$ cat config.mk
export PLATFORM = sky130hd
export DESIGN_NAME = mac_monitor_adc_config
export DESIGN_NICKNAME = d
export VERILOG_FILES = /design/src/design/mac_monitor_adc_config.v
export VERILOG_INCLUDE_DIRS = /design/src /design/src/design
export SDC_FILE = /design/constraint.sdc
export NUM_CORES = 1
export LEC_CHECK = 0
export BUFFER_PORTS_ARGS = -buffer_cell sky130_fd_sc_hd__clkbuf_2
export CORE_UTILIZATION = 51
export DETAILED_ROUTE_END_ITERATION = 12
export HOLD_SLACK_MARGIN = 0.02
export PLACE_DENSITY = 0.89
export SLEW_MARGIN = 25
export SYNTH_ARGS = -nofsm -noshare
export SYNTH_HDL_FRONTEND = slang
export SYNTH_SLANG_ARGS = --single-unit
$ cat constraint.sdc
create_clock -name clk -period 2.9 [get_ports clk]
set_input_delay 0.29 -clock clk [delete_from_list [all_inputs] [get_ports clk]]
set_output_delay 0.29 -clock clk [all_outputs]
set_load 0.01 [all_outputs]
$ cat src/design/mac_defines.vh
`ifndef MAC_DEFINES_VH
`define MAC_DEFINES_VH
// register byte addresses
`define MAC_ADDR_REM2_OFFSET 8'h72
`define MAC_ADDR_CONFIG2 8'h73
`define MAC_ADDR_CONFIG1 8'h40
`define MAC_ADDR_TEST2 8'h7F
`define MAC_ADDR_FAN1_MIN_HI 8'h55
`define MAC_ADDR_REM2_RAW 8'hA0
`define MAC_ADDR_REM2_RESULT 8'hA4
// reset values
`define MAC_RST_REM2_OFFSET 8'h00
`define MAC_RST_CONFIG2 8'h00
`define MAC_RST_CONFIG1 8'h00
`define MAC_RST_TEST2 8'h00
`define MAC_RST_FAN1_MIN_HI 8'h00
// field positions
`define MAC_CFG1_LOCK_BIT 1
`define MAC_CFG2_FAN1_SENSE_BIT 0
`define MAC_CFG2_FAN2_SENSE_BIT 1
`define MAC_CFG2_FAN3_SENSE_BIT 2
`define MAC_CFG2_FAN4_SENSE_BIT 3
`define MAC_CFG2_AVERAGE_BIT 4
`define MAC_CFG2_BYPASS_BIT 5
`define MAC_CFG2_SINGLE_BIT 6
`define MAC_TEST2_EXTCLK_BIT 2
`define MAC_CHSEL_HI 7
`define MAC_CHSEL_LO 5
// channel select codes
`define MAC_CH_2V5 3'h0
`define MAC_CH_CPU 3'h1
`define MAC_CH_3V3 3'h2
`define MAC_CH_5V 3'h3
`define MAC_CH_12V 3'h4
`define MAC_CH_REM1 3'h5
`define MAC_CH_LOCAL 3'h6
`define MAC_CH_REM2 3'h7
`endif

$ cat src/design/mac_monitor_adc_config.v
`include "mac_defines.vh"
`default_nettype none
//
// Contract
// - An 8-bit read/write remote 2 offset register exists and clears to zero at reset.
// - The offset is added to the remote 2 reading, one count per degree Celsius.
// - The offset is a signed two's complement value, so negatives lower the result.
// - While the lock bit is set, writes to the offset register are silently dropped.
// - A read/write configuration register 2 sits at 0x73 and resets to zero.
// - With bits 0 to 3 clear, each matching fan is measured as a 3-wire fan.
// - With one of bits 0 to 3 set, that tach input is switched to resistor sensing.
// - Bit 4 enables averaging of temperature and voltage measurements.
// - Bit 5 bypasses the attenuators on the 2.5 V, core, 5 V and 12 V inputs.
// - Bit 6 selects single-channel mode, converting one input continuously.
// - In single-channel mode with test register 2 bit 2 set, conversions start on the ext clock.
// - The single channel comes from bits 7:5 of the fan 1 minimum high byte; 000 is 2.5 V.
// - Bit 7 of configuration register 2 is reserved read/write with no effect.
module mac_monitor_adc_config (
  // clock and reset
  input wire clk,
  input wire rst_b,
  // avalon-mm slave
  input wire [7:0] avs_address,
  input wire avs_read,
  input wire avs_write,
  input wire [31:0] avs_writedata,
  input wire [3:0] avs_byteenable,
  output reg [31:0] avs_readdata,
  output reg avs_waitrequest,
  // measurement front end
  input wire [7:0] rem2_raw_temp,
  input wire ext_single_channel_en_a_clk,
  output reg [7:0] rem2_temp_result,
  output reg fan1_resistor_sense_sel,
  output reg fan2_resistor_sense_sel,
  output reg fan3_resistor_sense_sel,
  output reg fan4_resistor_sense_sel,
  output reg measurement_averaging_en,
  output reg input_divider_bypass,
  output reg single_channel_en_a,
  output reg ext_single_channel_en_a_trigger_en,
  output reg single_channel_en_a_start,
  output reg [2:0] single_channel_sel,
  output reg [7:0] channel_onehot
);

  ////////////////////////////////////////////////////////////////////////////
  // registers
  reg [7:0] rem2_offset_r;
  reg [7:0] config2_r;
  reg [7:0] config1_r;
  reg [7:0] test2_r;
  reg [7:0] fan1_min_hi_r;
  reg [7:0] rem2_offset_nxt;
  reg [7:0] config2_nxt;
  reg [7:0] config1_nxt;
  reg [7:0] test2_nxt;
  reg [7:0] fan1_min_hi_nxt;
  reg ext_clk_d_r;
  reg ack_r;
  reg [7:0] rd_nxt;
  reg [8:0] sum_nxt;
  reg [7:0] res_nxt;
  wire [7:0] onehot_nxt;
  wire bus_req;
  wire take_req;
  wire wr_lo;
  wire locked;
  wire hit_offset;
  wire hit_config2;
  wire hit_config1;
  wire hit_test2;
  wire hit_fan1_min_hi;
  wire single_mode;
  wire ext_trig_mode;
  wire [2:0] chan_code;
  wire single_channel_en_a_pulse;

  ////////////////////////////////////////////////////////////////////////////
  // request decode
  assign bus_req = avs_read | avs_write;
  assign take_req = bus_req & ~ack_r;
  assign wr_lo = avs_write & avs_byteenable[0] & ack_r;
  assign locked = config1_r[`MAC_CFG1_LOCK_BIT];

  // address hits
  assign hit_offset = (avs_address == `MAC_ADDR_REM2_OFFSET);
  assign hit_config2 = (avs_address == `MAC_ADDR_CONFIG2);
  assign hit_config1 = (avs_address == `MAC_ADDR_CONFIG1);
  assign hit_test2 = (avs_address == `MAC_ADDR_TEST2);
  assign hit_fan1_min_hi = (avs_address == `MAC_ADDR_FAN1_MIN_HI);

  // mode decode
  assign single_mode = config2_r[`MAC_CFG2_SINGLE_BIT];
  assign ext_trig_mode = single_mode & test2_r[`MAC_TEST2_EXTCLK_BIT];
  assign chan_code = fan1_min_hi_r[`MAC_CHSEL_HI:`MAC_CHSEL_LO];
  assign single_channel_en_a_pulse = ext_single_channel_en_a_clk & ~ext_clk_d_r;

  ////////////////////////////////////////////////////////////////////////////
  // bus: one wait cycle, writes land at the edge that ends the ack cycle after it
  always @(posedge clk or negedge rst_b) begin
    if (!rst_b) begin
      ack_r <= 1'b0;
    end else begin
      ack_r <= take_req;
    end
  end

  always @(posedge clk or negedge rst_b) begin
    if (!rst_b) begin
      avs_waitrequest <= 1'b1;
    end else begin
      avs_waitrequest <= ~take_req;
    end
  end

  // read mux
  always @* begin
    case (avs_address)
      `MAC_ADDR_REM2_OFFSET: rd_nxt = rem2_offset_r;
      `MAC_ADDR_CONFIG2: rd_nxt = config2_r;
      `MAC_ADDR_CONFIG1: rd_nxt = config1_r;
      `MAC_ADDR_TEST2: rd_nxt = test2_r;
      `MAC_ADDR_FAN1_MIN_HI: rd_nxt = fan1_min_hi_r;
      `MAC_ADDR_REM2_RAW: rd_nxt = rem2_raw_temp;
      `MAC_ADDR_REM2_RESULT: rd_nxt = rem2_temp_result;
      default: rd_nxt = 8'h00;
    endcase
  end

  // read data is captured at the edge that ends the wait cycle
  always @(posedge clk or negedge rst_b) begin
    if (!rst_b) begin
      avs_readdata <= 32'h00000000;
    end else if (avs_read & ~ack_r) begin
      avs_readdata <= {24'h000000, rd_nxt};
    end
  end

  ////////////////////////////////////////////////////////////////////////////
  // register writes
  // remote 2 offset, frozen by the lock
  always @* begin
    rem2_offset_nxt = rem2_offset_r;
    if (wr_lo & hit_offset & ~locked) begin
      rem2_offset_nxt = avs_writedata[7:0];
    end
  end

  always @(posedge clk or negedge rst_b) begin
    if (!rst_b) begin
      rem2_offset_r <= `MAC_RST_REM2_OFFSET;
    end else begin
      rem2_offset_r <= rem2_offset_nxt;
    end
  end

  // configuration 2, frozen by the lock
  always @* begin
    config2_nxt = config2_r;
    if (wr_lo & hit_config2 & ~locked) begin
      config2_nxt = avs_writedata[7:0];
    end
  end

  always @(posedge clk or negedge rst_b) begin
    if (!rst_b) begin
      config2_r <= `MAC_RST_CONFIG2;
    end else begin
      config2_r <= config2_nxt;
    end
  end

  // configuration 1, lock sticky until reset
  always @* begin
    config1_nxt = config1_r;
    if (wr_lo & hit_config1 & ~locked) begin
      config1_nxt = avs_writedata[7:0];
    end
  end

  always @(posedge clk or negedge rst_b) begin
    if (!rst_b) begin
      config1_r <= `MAC_RST_CONFIG1;
    end else begin
      config1_r <= config1_nxt;
    end
  end

  // test 2
  always @* begin
    test2_nxt = test2_r;
    if (wr_lo & hit_test2) begin
      test2_nxt = avs_writedata[7:0];
    end
  end

  always @(posedge clk or negedge rst_b) begin
    if (!rst_b) begin
      test2_r <= `MAC_RST_TEST2;
    end else begin
      test2_r <= test2_nxt;
    end
  end

  // fan 1 minimum high byte, channel code in its top bits
  always @* begin
    fan1_min_hi_nxt = fan1_min_hi_r;
    if (wr_lo & hit_fan1_min_hi) begin
      fan1_min_hi_nxt = avs_writedata[7:0];
    end
  end

  always @(posedge clk or negedge rst_b) begin
    if (!rst_b) begin
      fan1_min_hi_r <= `MAC_RST_FAN1_MIN_HI;
    end else begin
      fan1_min_hi_r <= fan1_min_hi_nxt;
    end
  end

  ////////////////////////////////////////////////////////////////////////////
  // offset adder, signed, saturating
  always @* begin
    sum_nxt = {rem2_raw_temp[7], rem2_raw_temp} + {rem2_offset_r[7], rem2_offset_r};
    if (sum_nxt[8] != sum_nxt[7]) begin
      res_nxt = sum_nxt[8] ? 8'h80 : 8'h7F;
    end else begin
      res_nxt = sum_nxt[7:0];
    end
  end

  always @(posedge clk or negedge rst_b) begin
    if (!rst_b) begin
      rem2_temp_result <= 8'h00;
    end else begin
      rem2_temp_result <= res_nxt;
    end
  end

  ////////////////////////////////////////////////////////////////////////////
  // channel one-hot
  genvar g;
  generate
    for (g = 0; g < 8; g = g + 1) begin : g_ch
      assign onehot_nxt[g] = single_mode & ({29'h0, chan_code} == g);
    end
  endgenerate

  always @(posedge clk or negedge rst_b) begin
    if (!rst_b) begin
      channel_onehot <= 8'h00;
    end else begin
      channel_onehot <= onehot_nxt;
    end
  end

  ////////////////////////////////////////////////////////////////////////////
  // fan sensing mode per tach input
  always @(posedge clk or negedge rst_b) begin
    if (!rst_b) begin
      fan1_resistor_sense_sel <= 1'b0;
    end else begin
      fan1_resistor_sense_sel <= config2_r[`MAC_CFG2_FAN1_SENSE_BIT];
    end
  end

  always @(posedge clk or negedge rst_b) begin
    if (!rst_b) begin
      fan2_resistor_sense_sel <= 1'b0;
    end else begin
      fan2_resistor_sense_sel <= config2_r[`MAC_CFG2_FAN2_SENSE_BIT];
    end
  end

  always @(posedge clk or negedge rst_b) begin
    if (!rst_b) begin
      fan3_resistor_sense_sel <= 1'b0;
    end else begin
      fan3_resistor_sense_sel <= config2_r[`MAC_CFG2_FAN3_SENSE_BIT];
    end
  end

  always @(posedge clk or negedge rst_b) begin
    if (!rst_b) begin
      fan4_resistor_sense_sel <= 1'b0;
    end else begin
      fan4_resistor_sense_sel <= config2_r[`MAC_CFG2_FAN4_SENSE_BIT];
    end
  end

  ////////////////////////////////////////////////////////////////////////////
  // measurement and divider controls
  always @(posedge clk or negedge rst_b) begin
    if (!rst_b) begin
      measurement_averaging_en <= 1'b0;
    end else begin
      measurement_averaging_en <= config2_r[`MAC_CFG2_AVERAGE_BIT];
    end
  end

  always @(posedge clk or negedge rst_b) begin
    if (!rst_b) begin
      input_divider_bypass <= 1'b0;
    end else begin
      input_divider_bypass <= config2_r[`MAC_CFG2_BYPASS_BIT];
    end
  end

  ////////////////////////////////////////////////////////////////////////////
  // single-channel conversion
  always @(posedge clk or negedge rst_b) begin
    if (!rst_b) begin
      single_channel_en_a <= 1'b0;
    end else begin
      single_channel_en_a <= single_mode;
    end
  end

  always @(posedge clk or negedge rst_b) begin
    if (!rst_b) begin
      single_channel_sel <= 3'h0;
    end else begin
      single_channel_sel <= chan_code;
    end
  end

  always @(posedge clk or negedge rst_b) begin
    if (!rst_b) begin
      ext_single_channel_en_a_trigger_en <= 1'b0;
    end else begin
      ext_single_channel_en_a_trigger_en <= ext_trig_mode;
    end
  end

  // external clock edge, idle low
  always @(posedge clk or negedge rst_b) begin
    if (!rst_b) begin
      ext_clk_d_r <= 1'b0;
    end else begin
      ext_clk_d_r <= ext_single_channel_en_a_clk;
    end
  end

  always @(posedge clk or negedge rst_b) begin
    if (!rst_b) begin
      single_channel_en_a_start <= 1'b0;
    end else begin
      single_channel_en_a_start <= ext_trig_mode & single_channel_en_a_pulse;
    end
  end

endmodule // mac_monitor_adc_config
`default_nettype wire

==> results.json, run 1 <==
{
  "share_of_synthesized_registers_carrying_an_async_set_or_reset": 1.00,
  "grt_setup_unrepaired": "false",
  "library_cell_used_as_clock_root_buffer": "sky130_fd_sc_hd__clkbuf_8",
  "num_antenna_cells": 0,
  "grt_start_max_net_pins": 80,
  "synth-main-ff-cell": "sky130_fd_sc_hd__dfrtp_1",
  "maxCapViolations": 0,
  "clkSlewWorstSetupHoldPaths_ns": 0.09,
  "first_pass_iters": 4,
  "postRouteAntennaNets": 0,
  "grt_overflow_total": 0,
  "final_count_of_hold_timing_violations": 0,
  "power.leakage_nw": 2.19,
  "worstHoldPathCells": 1,
  "grt_pass1_wl_um": 12700,
  "rr_startpoint": "rem2_offset_r[0]",
  "synth_seq_cells": 79,
  "relSlewSlack": 0.535,
  "finalNetCount": 450,
  "reg2regPathDepth": 8,
  "area_delta_synth_final_pct": 15.5,
  "final_period_minus_worst_setup_slack_ns": 2.43,
  "critical_path.cell_chain": "ha_1 > inv_1 > fa_1 > nand2b_1 > a211oi_1 > o22ai_1 > or3_1 > a21oi_1",
  "setup_tns_ns": 0,
  "place_congestion": 0.814,
  "mostFrequentLayoutCells": "sky130_fd_sc_hd__dfrtp_1 (78), sky130_fd_sc_hd__clkbuf_2 (65), sky130_fd_sc_hd__mux2_2 (38)",
  "criticalPathCategory": "flop to flop",
  "vias_in_the_first_global_route": 2564,
  "placement.io_buffers": 66,
  "register_area_um2": 1980,
  "setup_viol_count_final": 0,
  "min_period_over_period": 0.837,
  "netlist-cell-type-count": 48,
  "grtUsageMet3": 0.0452,
  "powerDensity_nw_per_um2": 506,
  "final_common_cell": "sky130_fd_sc_hd__dfrtp_1",
  "clkLatencyLatePin_ns": 0.36,
  "grt.met1_usage": 0.291,
  "finish.instance_area_um2": 4330,
  "seq_area_frac_synth": 0.528,
  "cp_data_required_time_ns": 3.19,
  "slowest_delay_ns": 0.53,
  "initial_utilization": 0.540,
  "netlist_area_um2": 3750,
  "grt_util_met2": 0.350,
  "filler_cell_count": 527,
  "tritoncts": "yes",
  "min_from": "ext_single_channel_en_a_clk",
  "grt_util_all_layers": 0.223,
  "multiInputGateArea_um2": 1610,
  "number_of_rows_in_the_core_area": 30,
  "top_usage_layer": "met2",
  "postCtsSetupBuffers": 0,
  "hold_path_end": "ext_clk_d_r",
  "syn_inst": 309,
  "io-pin-count": 118,
  "cts_sinks": 79,
  "core_area_um2": 6940,
  "drt_iter0_drc": 132,
  "place.detailed.hpwl_um": 5720,
  "critPathMaxFanout": 6,
  "critical-path-top-delay-family": "simple AND/OR/NAND/NOR gates",
  "report.final.slew_viol_count": 0,
  "start_kind": "flop",
  "route.detailed.wl_per_inst_um": 16.8,
  "worstSetupEndpointType": "flop",
  "setup.reg_to_reg.worst_slack_ns": 0.47,
  "worstMarginPinSlew_ns": 0.697,
  "initial_antenna_violation_count": 0,
  "floorplan.die_area_um2": 7690,
  "outcome": "complete, no violations",
  "clock_tree.buffer_depth": 2,
  "wp_data_arrival_ns": 2.71,
  "detailroute.via_count": 2685,
  "ctsHtreeMaxLevel": 3,
  "die_boundary_width_um": 87.7,
  "detail_route.drc_violations": 0,
  "path_buf_inv": 1,
  "timing.hold.worst.class": "primary input to flop",
  "cpMaxStageDelayCell": "sky130_fd_sc_hd__or3_1",
  "synth_enable_flop_cells": 0,
  "postRouteWirelength_um": 8140,
  "worst_r2r_endpoint": "rem2_temp_result[0]",
  "post_synth.cell_area_avg_um2": 12.1,
  "synth_warnings": 0,
  "vias_per_cell": 5.54,
  "final_layout_size_suffix_gt1_frac": 0.344,
  "max-vdd-ir-drop_mv": 0.328,
  "final.setup_skew_ns": 0.00938,
  "peak_freq_ghz": 0.412,
  "tritoncts.num_buffers": 9,
  "die_span_y_um": 87.7,
  "placement.cell_area_um2": 4100
}
==> cell usage after synthesis (2+ instances only) <==
cell	count	share of area
sky130_fd_sc_hd__nand2_1	13	0.013
sky130_fd_sc_hd__a22o_1	8	0.019
sky130_fd_sc_hd__nor2_1	13	0.013
sky130_fd_sc_hd__o22ai_1	9	0.015
sky130_fd_sc_hd__xor2_1	2	0.0047
sky130_fd_sc_hd__dfrtp_1	78	0.52
sky130_fd_sc_hd__a21o_1	2	0.0040
sky130_fd_sc_hd__nor3_2	3	0.0080
sky130_fd_sc_hd__o21ai_0	16	0.021
sky130_fd_sc_hd__mux2i_1	16	0.043
sky130_fd_sc_hd__xnor2_1	2	0.0047
sky130_fd_sc_hd__nor3b_1	2	0.0040
sky130_fd_sc_hd__buf_2	2	0.0027
sky130_fd_sc_hd__nand2b_1	5	0.0083
sky130_fd_sc_hd__inv_1	9	0.0090
sky130_fd_sc_hd__buf_1	2	0.0020
sky130_fd_sc_hd__mux2_2	38	0.11
sky130_fd_sc_hd__a211oi_1	3	0.0060
sky130_fd_sc_hd__nand3_1	5	0.0067
sky130_fd_sc_hd__nor3_1	4	0.0053
sky130_fd_sc_hd__nor2b_1	2	0.0033
sky130_fd_sc_hd__ha_1	8	0.027
sky130_fd_sc_hd__buf_4	25	0.050
sky130_fd_sc_hd__nor4_1	3	0.0050
sky130_fd_sc_hd__a21oi_1	9	0.012
sky130_fd_sc_hd__a221oi_1	8	0.019
==> worst max-delay path by stage <==
stage / startpoint / cells past startpoint / end / slack [ns]
3_5_place_dp: rem2_raw_temp[0] / 9 / rem2_temp_result[4] / 0.49
4_1_cts: rem2_offset_r[0] / 8 / rem2_temp_result[4] / 0.50
2_1_floorplan: rem2_offset_r[0] / 8 / rem2_temp_result[0] / 0.80
5_1_grt: rem2_offset_r[0] / 8 / rem2_temp_result[4] / 0.40
6_report: rem2_offset_r[0] / 8 / rem2_temp_result[0] / 0.47
3_3_place_gp: rem2_raw_temp[0] / 9 / rem2_temp_result[0] / 0.51
==> sequential cells by signal (all words and copies together), names as in the netlist, 3 cells and up <==
name	flops
single_channel_sel	3
rem2_offset_r	8
rem2_temp_result	8
avs_readdata	8
config1_r	8
config2_r	8
fan1_min_hi_r	8
test2_r	8
channel_onehot	8
==> timing repair <==
| item | CTS | global route |
|---|---|---|
| hold buffers | 0 | 1 |
| endpoints found under the hold margin | 0 | 3 |
| resized for setup | 0 | 0 |
==> report_power, final <==
group          switching, mW  leakage, nW  internal [mW]
combinational          0.123         1.01         0.0687
sequential            0.0156         1.07           1.13
clock                  0.441        0.104          0.415
==> metrics by stage <==
step	utilization	power [mW]	cells	hold slack, ns	worst slack, ns
2_1_floorplan	-	1.29	332	-0.00559	0.801
3_3_place_gp	0.590	1.35	468	0.379	0.510
3_5_place_dp	0.590	1.35	468	0.398	0.487
4_1_cts	0.621	2.20	484	0.0470	0.503
5_1_grt	0.623	2.27	485	0.0416	0.399
6_report	0.623	2.19	485	0.0550	0.474
==> final cells by class <==
cell class	count	share of cell area
flip-flops and latches	79	0.457
repair buffers	71	0.0870
multi-input cells	214	0.371
clock buffers	9	0.0286
clock inverters	7	0.0205
inverters	9	0.00781
well taps	96	0.0278
==> logic make-up after synthesis <==
group,Yosys count,synth area share
flip-flops,79,0.528
AND/OR/NAND/NOR,62,0.0962
AO/OA/AOI/OAI,60,0.107
multiplexers,54,0.157
buffers and inverters,39,0.0668
adder cells (fa/ha/maj),10,0.0347
XOR/XNOR,4,0.00935
other,1,0.00100
==> worst register-to-register path: stages, from the launching register on <==
cell and delay [ns]:
sky130_fd_sc_hd__dfrtp_1 0.37, sky130_fd_sc_hd__ha_1 0.22, sky130_fd_sc_hd__inv_1 0.07, sky130_fd_sc_hd__fa_1 0.39, sky130_fd_sc_hd__nand2b_1 0.18, sky130_fd_sc_hd__a211oi_1 0.23
sky130_fd_sc_hd__o22ai_1 0.18, sky130_fd_sc_hd__or3_1 0.53, sky130_fd_sc_hd__a21oi_1 0.19
==> per-layer routing <==
layer,routed length (µm),vias to the layer above
li1,-,1228
met1,3490,1309
met2,3900,129
met3,543,19
met4,212,0
met5,0,-
No activity file was read; power rests on OpenSTA's default activity.
==> inputs of run 2 (changes only) <==
- ABC_AREA: not set -> 1
- CORE_UTILIZATION: 51 -> 47
- PLACE_DENSITY: 0.89 -> 0.85
- clock period: 2.9 -> 2 ns (I/O delays scaled with it)
==> run 2 against run 1 <==
Total power is 50% higher. Final cell count up 40%. Routed wire length grew 18%. Non-clock buffer count up 5. Die area rose by 18%. First-iteration DRC count increased by 74%. Utilization is 5.7 points lower. Sequential power up 46%. Synthesized area increased by 8.7%. Global-route usage is 0.56 points higher. Critical endpoint is now rem2_temp_result[5]. Highest routed layer unchanged.
==> results.json, run 2 <==
{
  "outcome": "complete, no violations",
  "yosysTopAreaCell": "sky130_fd_sc_hd__dfrtp_1",
  "vias_in_the_first_global_route": 3344,
  "critical-path-top-delay-family": "simple AND/OR/NAND/NOR gates",
  "die_span_y_um": 95.1,
  "post_synth_most_frequent_cells": "sky130_fd_sc_hd__nand2_1 (157), sky130_fd_sc_hd__dfrtp_1 (78), sky130_fd_sc_hd__nand3_1 (57)",
  "initial_antenna_violation_count": 0,
  "worstMarginPinSlew_ns": 0.597,
  "cp_data_required_time_ns": 2.24,
  "crit_cells": 11,
  "netlist_area_um2": 4080,
  "synth.most_common_cell": "sky130_fd_sc_hd__nand2_1",
  "finalWorstSetupSlack_ns": 0.0838,
  "route.detailed.wl_per_inst_um": 14.2,
  "clkLatencyLatePin_ns": 0.37,
  "clkSlewWorstSetupHoldPaths_ns": 0.08,
  "num_antenna_cells": 0,
  "reg2regPathDepth": 11,
  "worst_r2r_endpoint": "rem2_temp_result[5]",
  "finalNetCount": 634,
  "tritoncts": "yes",
  "power.leakage_nw": 2.61,
  "report.final.slew_viol_count": 0,
  "instances_no_fill": 678,
  "place.detailed.hpwl_um": 6990,
  "floorplan.die_area_um2": 9050,
  "clock_tree.buffer_depth": 2,
  "timing.hold.worst.class": "primary input to flop",
  "path_buf_inv": 2,
  "grt_setup_unrepaired": "true",
  "critical_path.startpoint": "rem2_offset_r[0]",
  "wp_data_arrival_ns": 2.15,
  "maxCapViolations": 0,
  "dp_worst_setup_slack_ns": -0.00364,
  "syn_inst": 491,
  "min_period_over_period": 0.958,
  "synth_warnings": 0,
  "final_period_minus_worst_setup_slack_ns": 1.92,
  "detail_route.drc_violations": 0,
  "grt_util_all_layers": 0.228,
  "synth-main-ff-cell": "sky130_fd_sc_hd__dfrtp_1",
  "synth.area.top_cells": "sky130_fd_sc_hd__dfrtp_1 (48%), sky130_fd_sc_hd__nand2_1 (14%), sky130_fd_sc_hd__nand3_1 (7.0%)",
  "final_layout_size_suffix_gt1_frac": 0.218,
  "placement.io_buffers": 66,
  "library_cell_used_as_clock_root_buffer": "sky130_fd_sc_hd__clkbuf_8",
  "place_congestion": 0.870,
  "final_common_cell": "sky130_fd_sc_hd__nand2_1",
  "setup_viol_count_final": 0,
  "start_kind": "flop",
  "yosys.area.top_type_share": 0.479,
  "drt_iter0_drc": 230,
  "cpMostUsedCell": "sky130_fd_sc_hd__nand2_1",
  "min_from": "avs_read",
  "slowest_delay_ns": 0.41,
  "grt_overflow_total": 0,
  "first_pass_iters": 5,
  "crit_path_end": "rem2_temp_result[5]",
  "tritoncts.num_buffers": 9,
  "synth_enable_flop_cells": 0,
  "number_of_rows_in_the_core_area": 33,
  "seq_area_frac_synth": 0.485,
  "mostFrequentLayoutCells": "sky130_fd_sc_hd__nand2_1 (154), sky130_fd_sc_hd__dfrtp_1 (78), sky130_fd_sc_hd__clkbuf_2 (65)",
  "initial_utilization": 0.491,
  "ctsHtreeMaxLevel": 3,
  "grt_start_max_net_pins": 36,
  "detailroute.via_count": 3509,
  "final.setup_skew_ns": 0.00769,
  "post_synth.cell_area_avg_um2": 8.30,
  "critical_path.cell_chain": "ha_2 > inv_2 > fa_2 > inv_2 > nand3_2 > nand2_2 > nand2_2 > nand2_1 > nand2_1 > nand4_1 > nand2_1",
  "place_inst": 657,
  "criticalPathCategory": "flop to flop",
  "netlist-cell-type-count": 31,
  "rr_startpoint": "rem2_offset_r[0]",
  "cpMaxStageDelayCell": "sky130_fd_sc_hd__dfrtp_1",
  "core_area_um2": 8300,
  "grt_pass1_wl_um": 15400,
  "vias_per_cell": 5.18,
  "postRouteWirelength_um": 9630,
  "critPathMaxFanout": 7,
  "relSlewSlack": 0.602,
  "final_count_of_hold_timing_violations": 0,
  "die_boundary_width_um": 95.1,
  "postRouteAntennaNets": 0,
  "max-vdd-ir-drop_mv": 0.415,
  "cts_sinks": 79,
  "synth_seq_cells": 79,
  "share_of_synthesized_registers_carrying_an_async_set_or_reset": 1.00,
  "area_delta_synth_final_pct": 15.2,
  "worstSetupEndpointType": "flop",
  "powerDensity_nw_per_um2": 701,
  "io-pin-count": 118,
  "setup.reg_to_reg.worst_slack_ns": 0.08,
  "peak_freq_ghz": 0.522
}
## run 2: changes by cell type after synthesis, sizes merged, moves of 6 or more
cell / before / now
o22ai: 9 / 0
nor2: 14 / 48
nand3: 5 / 59
nand2: 14 / 159
nor3: 7 / 0
a221oi: 8 / 0
mux2: 38 / 0
a22o: 8 / 0
o21ai: 16 / 25
nand2b: 6 / 0
mux2i: 16 / 0
o21a: 1 / 15
a21oi: 9 / 3
inv: 9 / 48
## run 2: power by group
part	internal (mW)	leakage, nW	switching [mW]
clock network	0.711	0.107	0.613
registers	1.64	1.06	0.0256
logic	0.0945	1.45	0.209
total	2.44	2.61	0.847
## run 2: timing repair
action	in CTS	in global routing
pin swaps	0	7
endpoints found under the setup margin	2	7
setup buffers	0	3
cloned	0	0
hold endpoints to repair	33	0
hold buffers	2	0
resized for setup	1	8
## run 2: area by class of cell
cell class | count | area, µm²
clock buffer | 10 | 128
clock inverter | 6 | 93.8
fill | 747 | 3600
inverter | 48 | 180
multi-input combinational | 354 | 1760
sequential | 79 | 1980
tap | 105 | 131
timing repair buffer | 76 | 425
## run 2: cell families after synthesis
group                      after synthesis  share of synthesized area
xor gates and xnor gates                 3                    0.00645
buffers and inverters                   81                      0.110
adders and majority gates                9                     0.0295
other                                    1                   0.000920
AOI/OAI and AO/OA                       44                     0.0712
and+or+nand+nor                        274                      0.297
DFF                                     79                      0.485
## run 2: how the worst min path moves through the flow
stage                         to  slack (ns)  cells after the start
3_5_place_dp   channel_onehot[3]        0.18                      1
3_3_place_gp   channel_onehot[4]        0.17                      1
2_1_floorplan              ack_r        -0.1                      0
4_1_cts          avs_waitrequest        0.05                      2
5_1_grt             config2_r[6]        0.07                      3
6_report         avs_waitrequest        0.04                      2
## run 2: metrics by stage
step,util,hold slack (ns),instance area (µm²),setup TNS (ns),total power [mW]
after floorplan,-,-0.0956,4160,0,1.88
after global placement,0.531,0.168,4410,0,1.98
after detailed placement,0.531,0.180,4410,-0.00364,1.99
after CTS,0.561,0.0453,4650,0,3.29
after global routing,0.566,0.0709,4690,-0.0540,3.42
final,0.566,0.0404,4690,0,3.29
## run 2: routing by layer
| metal | up-vias | track usage | routed length, µm |
|---|---|---|---|
| met5 | - | 0 | 0 |
| met4 | 0 | 0.112 | 301 |
| met3 | 33 | 0.0582 | 611 |
| met2 | 151 | 0.382 | 4740 |
| met1 | 1662 | 0.272 | 3980 |
| li1 | 1663 | - | - |
==> inputs of run 3 (changes only) <==
- CORE_UTILIZATION: 47 -> 52
- PLACE_DENSITY: 0.85 -> 0.89
- REMOVE_ABC_BUFFERS: not set -> 1
- SKIP_LAST_GASP: not set -> 1
- clock period: 2 -> 1.8 ns (I/O delays scaled with it)
==> run 3 against run 2 <==
Critical path type unchanged. Register-to-register slack worse by 0.06 ns. Clock power hardly changed. Largest cell class unchanged. Sequential cell count unchanged. Utilization up 7.6 points.
==> results.json, run 3 (same netlist as run 2, synthesis figures left out) <==
{
  "initial_antenna_violation_count": 0,
  "min_period_over_period": 0.987,
  "start_kind": "flop",
  "cts_sinks": 79,
  "timing.hold.worst.class": "primary input to flop",
  "rr_startpoint": "rem2_offset_r[0]",
  "critPathMaxFanout": 7,
  "grt_pass1_wl_um": 15500,
  "place.detailed.hpwl_um": 7020,
  "fin_util": 0.642,
  "grt_start_max_net_pins": 37,
  "worstHoldPathCells": 2,
  "initial_utilization": 0.550,
  "vias_in_the_first_global_route": 3327,
  "clock_tree.buffer_depth": 2,
  "powerDensity_nw_per_um2": 739,
  "postRouteWirelength_um": 9450,
  "library_cell_used_as_clock_root_buffer": "sky130_fd_sc_hd__clkbuf_8",
  "final_layout_size_suffix_gt1_frac": 0.242,
  "reg2regPathDepth": 13,
  "ctsHtreeMaxLevel": 3,
  "report.final.slew_viol_count": 0,
  "final_count_of_hold_timing_violations": 0,
  "mostFrequentLayoutCells": "sky130_fd_sc_hd__nand2_1 (146), sky130_fd_sc_hd__dfrtp_1 (78), sky130_fd_sc_hd__clkbuf_2 (65)",
  "criticalPathCategory": "flop to flop",
  "first_pass_iters": 5,
  "tritoncts.num_buffers": 9,
  "dp_worst_setup_slack_ns": -0.146,
  "postRouteAntennaNets": 0,
  "final.setup_skew_ns": 0.00400,
  "wp_data_arrival_ns": 2.03,
  "io-pin-count": 118,
  "core_area_um2": 7410,
  "clkLatencyLatePin_ns": 0.36,
  "vias_per_cell": 5.11,
  "area_delta_synth_final_pct": 16.7,
  "cp_data_required_time_ns": 2.05,
  "grt_util_all_layers": 0.243,
  "peak_freq_ghz": 0.563,
  "route.detailed.wl_per_inst_um": 13.9,
  "outcome": "complete, no violations",
  "place_congestion": 0.872,
  "hold_path_end": "avs_waitrequest",
  "grt_setup_unrepaired": "true",
  "die_span_y_um": 90.5,
  "finalWorstSetupSlack_ns": 0.0231,
  "worst_r2r_endpoint": "rem2_temp_result[4]",
  "power.leakage_nw": 2.65,
  "number_of_rows_in_the_core_area": 31,
  "grt_overflow_total": 0,
  "max-vdd-ir-drop_mv": 0.370,
  "maxCapViolations": 0,
  "detail_route.drc_violations": 0,
  "clkSlewWorstSetupHoldPaths_ns": 0.08,
  "floorplan.die_area_um2": 8190,
  "finalNetCount": 643,
  "setup_viol_count_final": 0,
  "drt_iter0_drc": 237,
  "final_common_cell": "sky130_fd_sc_hd__nand2_1",
  "placement.io_buffers": 66,
  "num_antenna_cells": 0,
  "worstSetupEndpointType": "flop",
  "setup.reg_to_reg.worst_slack_ns": 0.02,
  "min_from": "avs_write",
  "final_period_minus_worst_setup_slack_ns": 1.78,
  "tritoncts": "yes",
  "die_boundary_width_um": 90.5,
  "detailroute.via_count": 3477
}
-- run 3: worst max path at each step --
stage	from	end	slack, ns	depth (start not counted)
after floorplan	rem2_offset_r[0]	rem2_temp_result[0]	0.06	13
after global placement	rem2_offset_r[0]	rem2_temp_result[6]	-0.01	13
after detailed placement	rem2_offset_r[0]	rem2_temp_result[1]	-0.15	13
after CTS	rem2_offset_r[0]	rem2_temp_result[3]	0.01	11
after global routing	rem2_offset_r[0]	rem2_temp_result[3]	-0.08	11
final	rem2_offset_r[0]	rem2_temp_result[4]	0.02	13
-- run 3: timing repair --
action | CTS | global route
pin swaps | 1 | 1
setup endpoints to repair | 7 | 7
hold endpoints to repair | 30 | 0
hold buffers | 3 | 0
setup buffers | 2 | 2
resized for setup | 7 | 12
-- run 3: cell type report --
type                       count  area (µm²)
fill                         615        2650
sequential                    79        1980
multi-input combinational    354        1780
timing repair buffer          85         499
inverter                      48         180
clock buffer                  12         145
tap                           99         124
clock inverter                 4        47.5
-- run 3: per-layer routing --
| layer | track usage | wire, µm |
|---|---|---|
| met1 | 0.318 | 4080 |
| met2 | 0.384 | 4420 |
| met3 | 0.0598 | 686 |
| met4 | 0.102 | 265 |
| met5 | 0 | 0 |
-- run 3: report_power, final --
group          total, mW  switching [mW]  internal [mW]  leakage, nW
clock network       1.32           0.642          0.675       0.0964
logic              0.346           0.232          0.114         1.49
registers           1.85          0.0301           1.82         1.06
-- run 3: critical path: stages, from the launching register on --
cell and delay, ns:
sky130_fd_sc_hd__dfrtp_1 0.36, sky130_fd_sc_hd__ha_2 0.19, sky130_fd_sc_hd__inv_2 0.04, sky130_fd_sc_hd__fa_2 0.36, sky130_fd_sc_hd__inv_2 0.08, sky130_fd_sc_hd__nand3_2 0.07
sky130_fd_sc_hd__nand2_2 0.10, sky130_fd_sc_hd__nand2_2 0.06, sky130_fd_sc_hd__nand2_2 0.06, sky130_fd_sc_hd__nand2_2 0.05, sky130_fd_sc_hd__nand2_2 0.08, sky130_fd_sc_hd__nand2_4 0.09
sky130_fd_sc_hd__nand2_1 0.08, sky130_fd_sc_hd__nand2_1 0.05
-- run 3: metrics by stage --
stage	cells	hold WS [ns]	TNS (ns)	area, µm²	power (mW)
2_1_floorplan	481	-0.116	0	3890	2.05
3_3_place_gp	659	0.139	-0.0715	4460	2.20
3_5_place_dp	659	0.143	-0.951	4460	2.21
4_1_cts	680	0.0368	0	4710	3.52
5_1_grt	681	0.0468	-0.551	4760	3.65
6_report	681	0.0419	0	4760	3.51
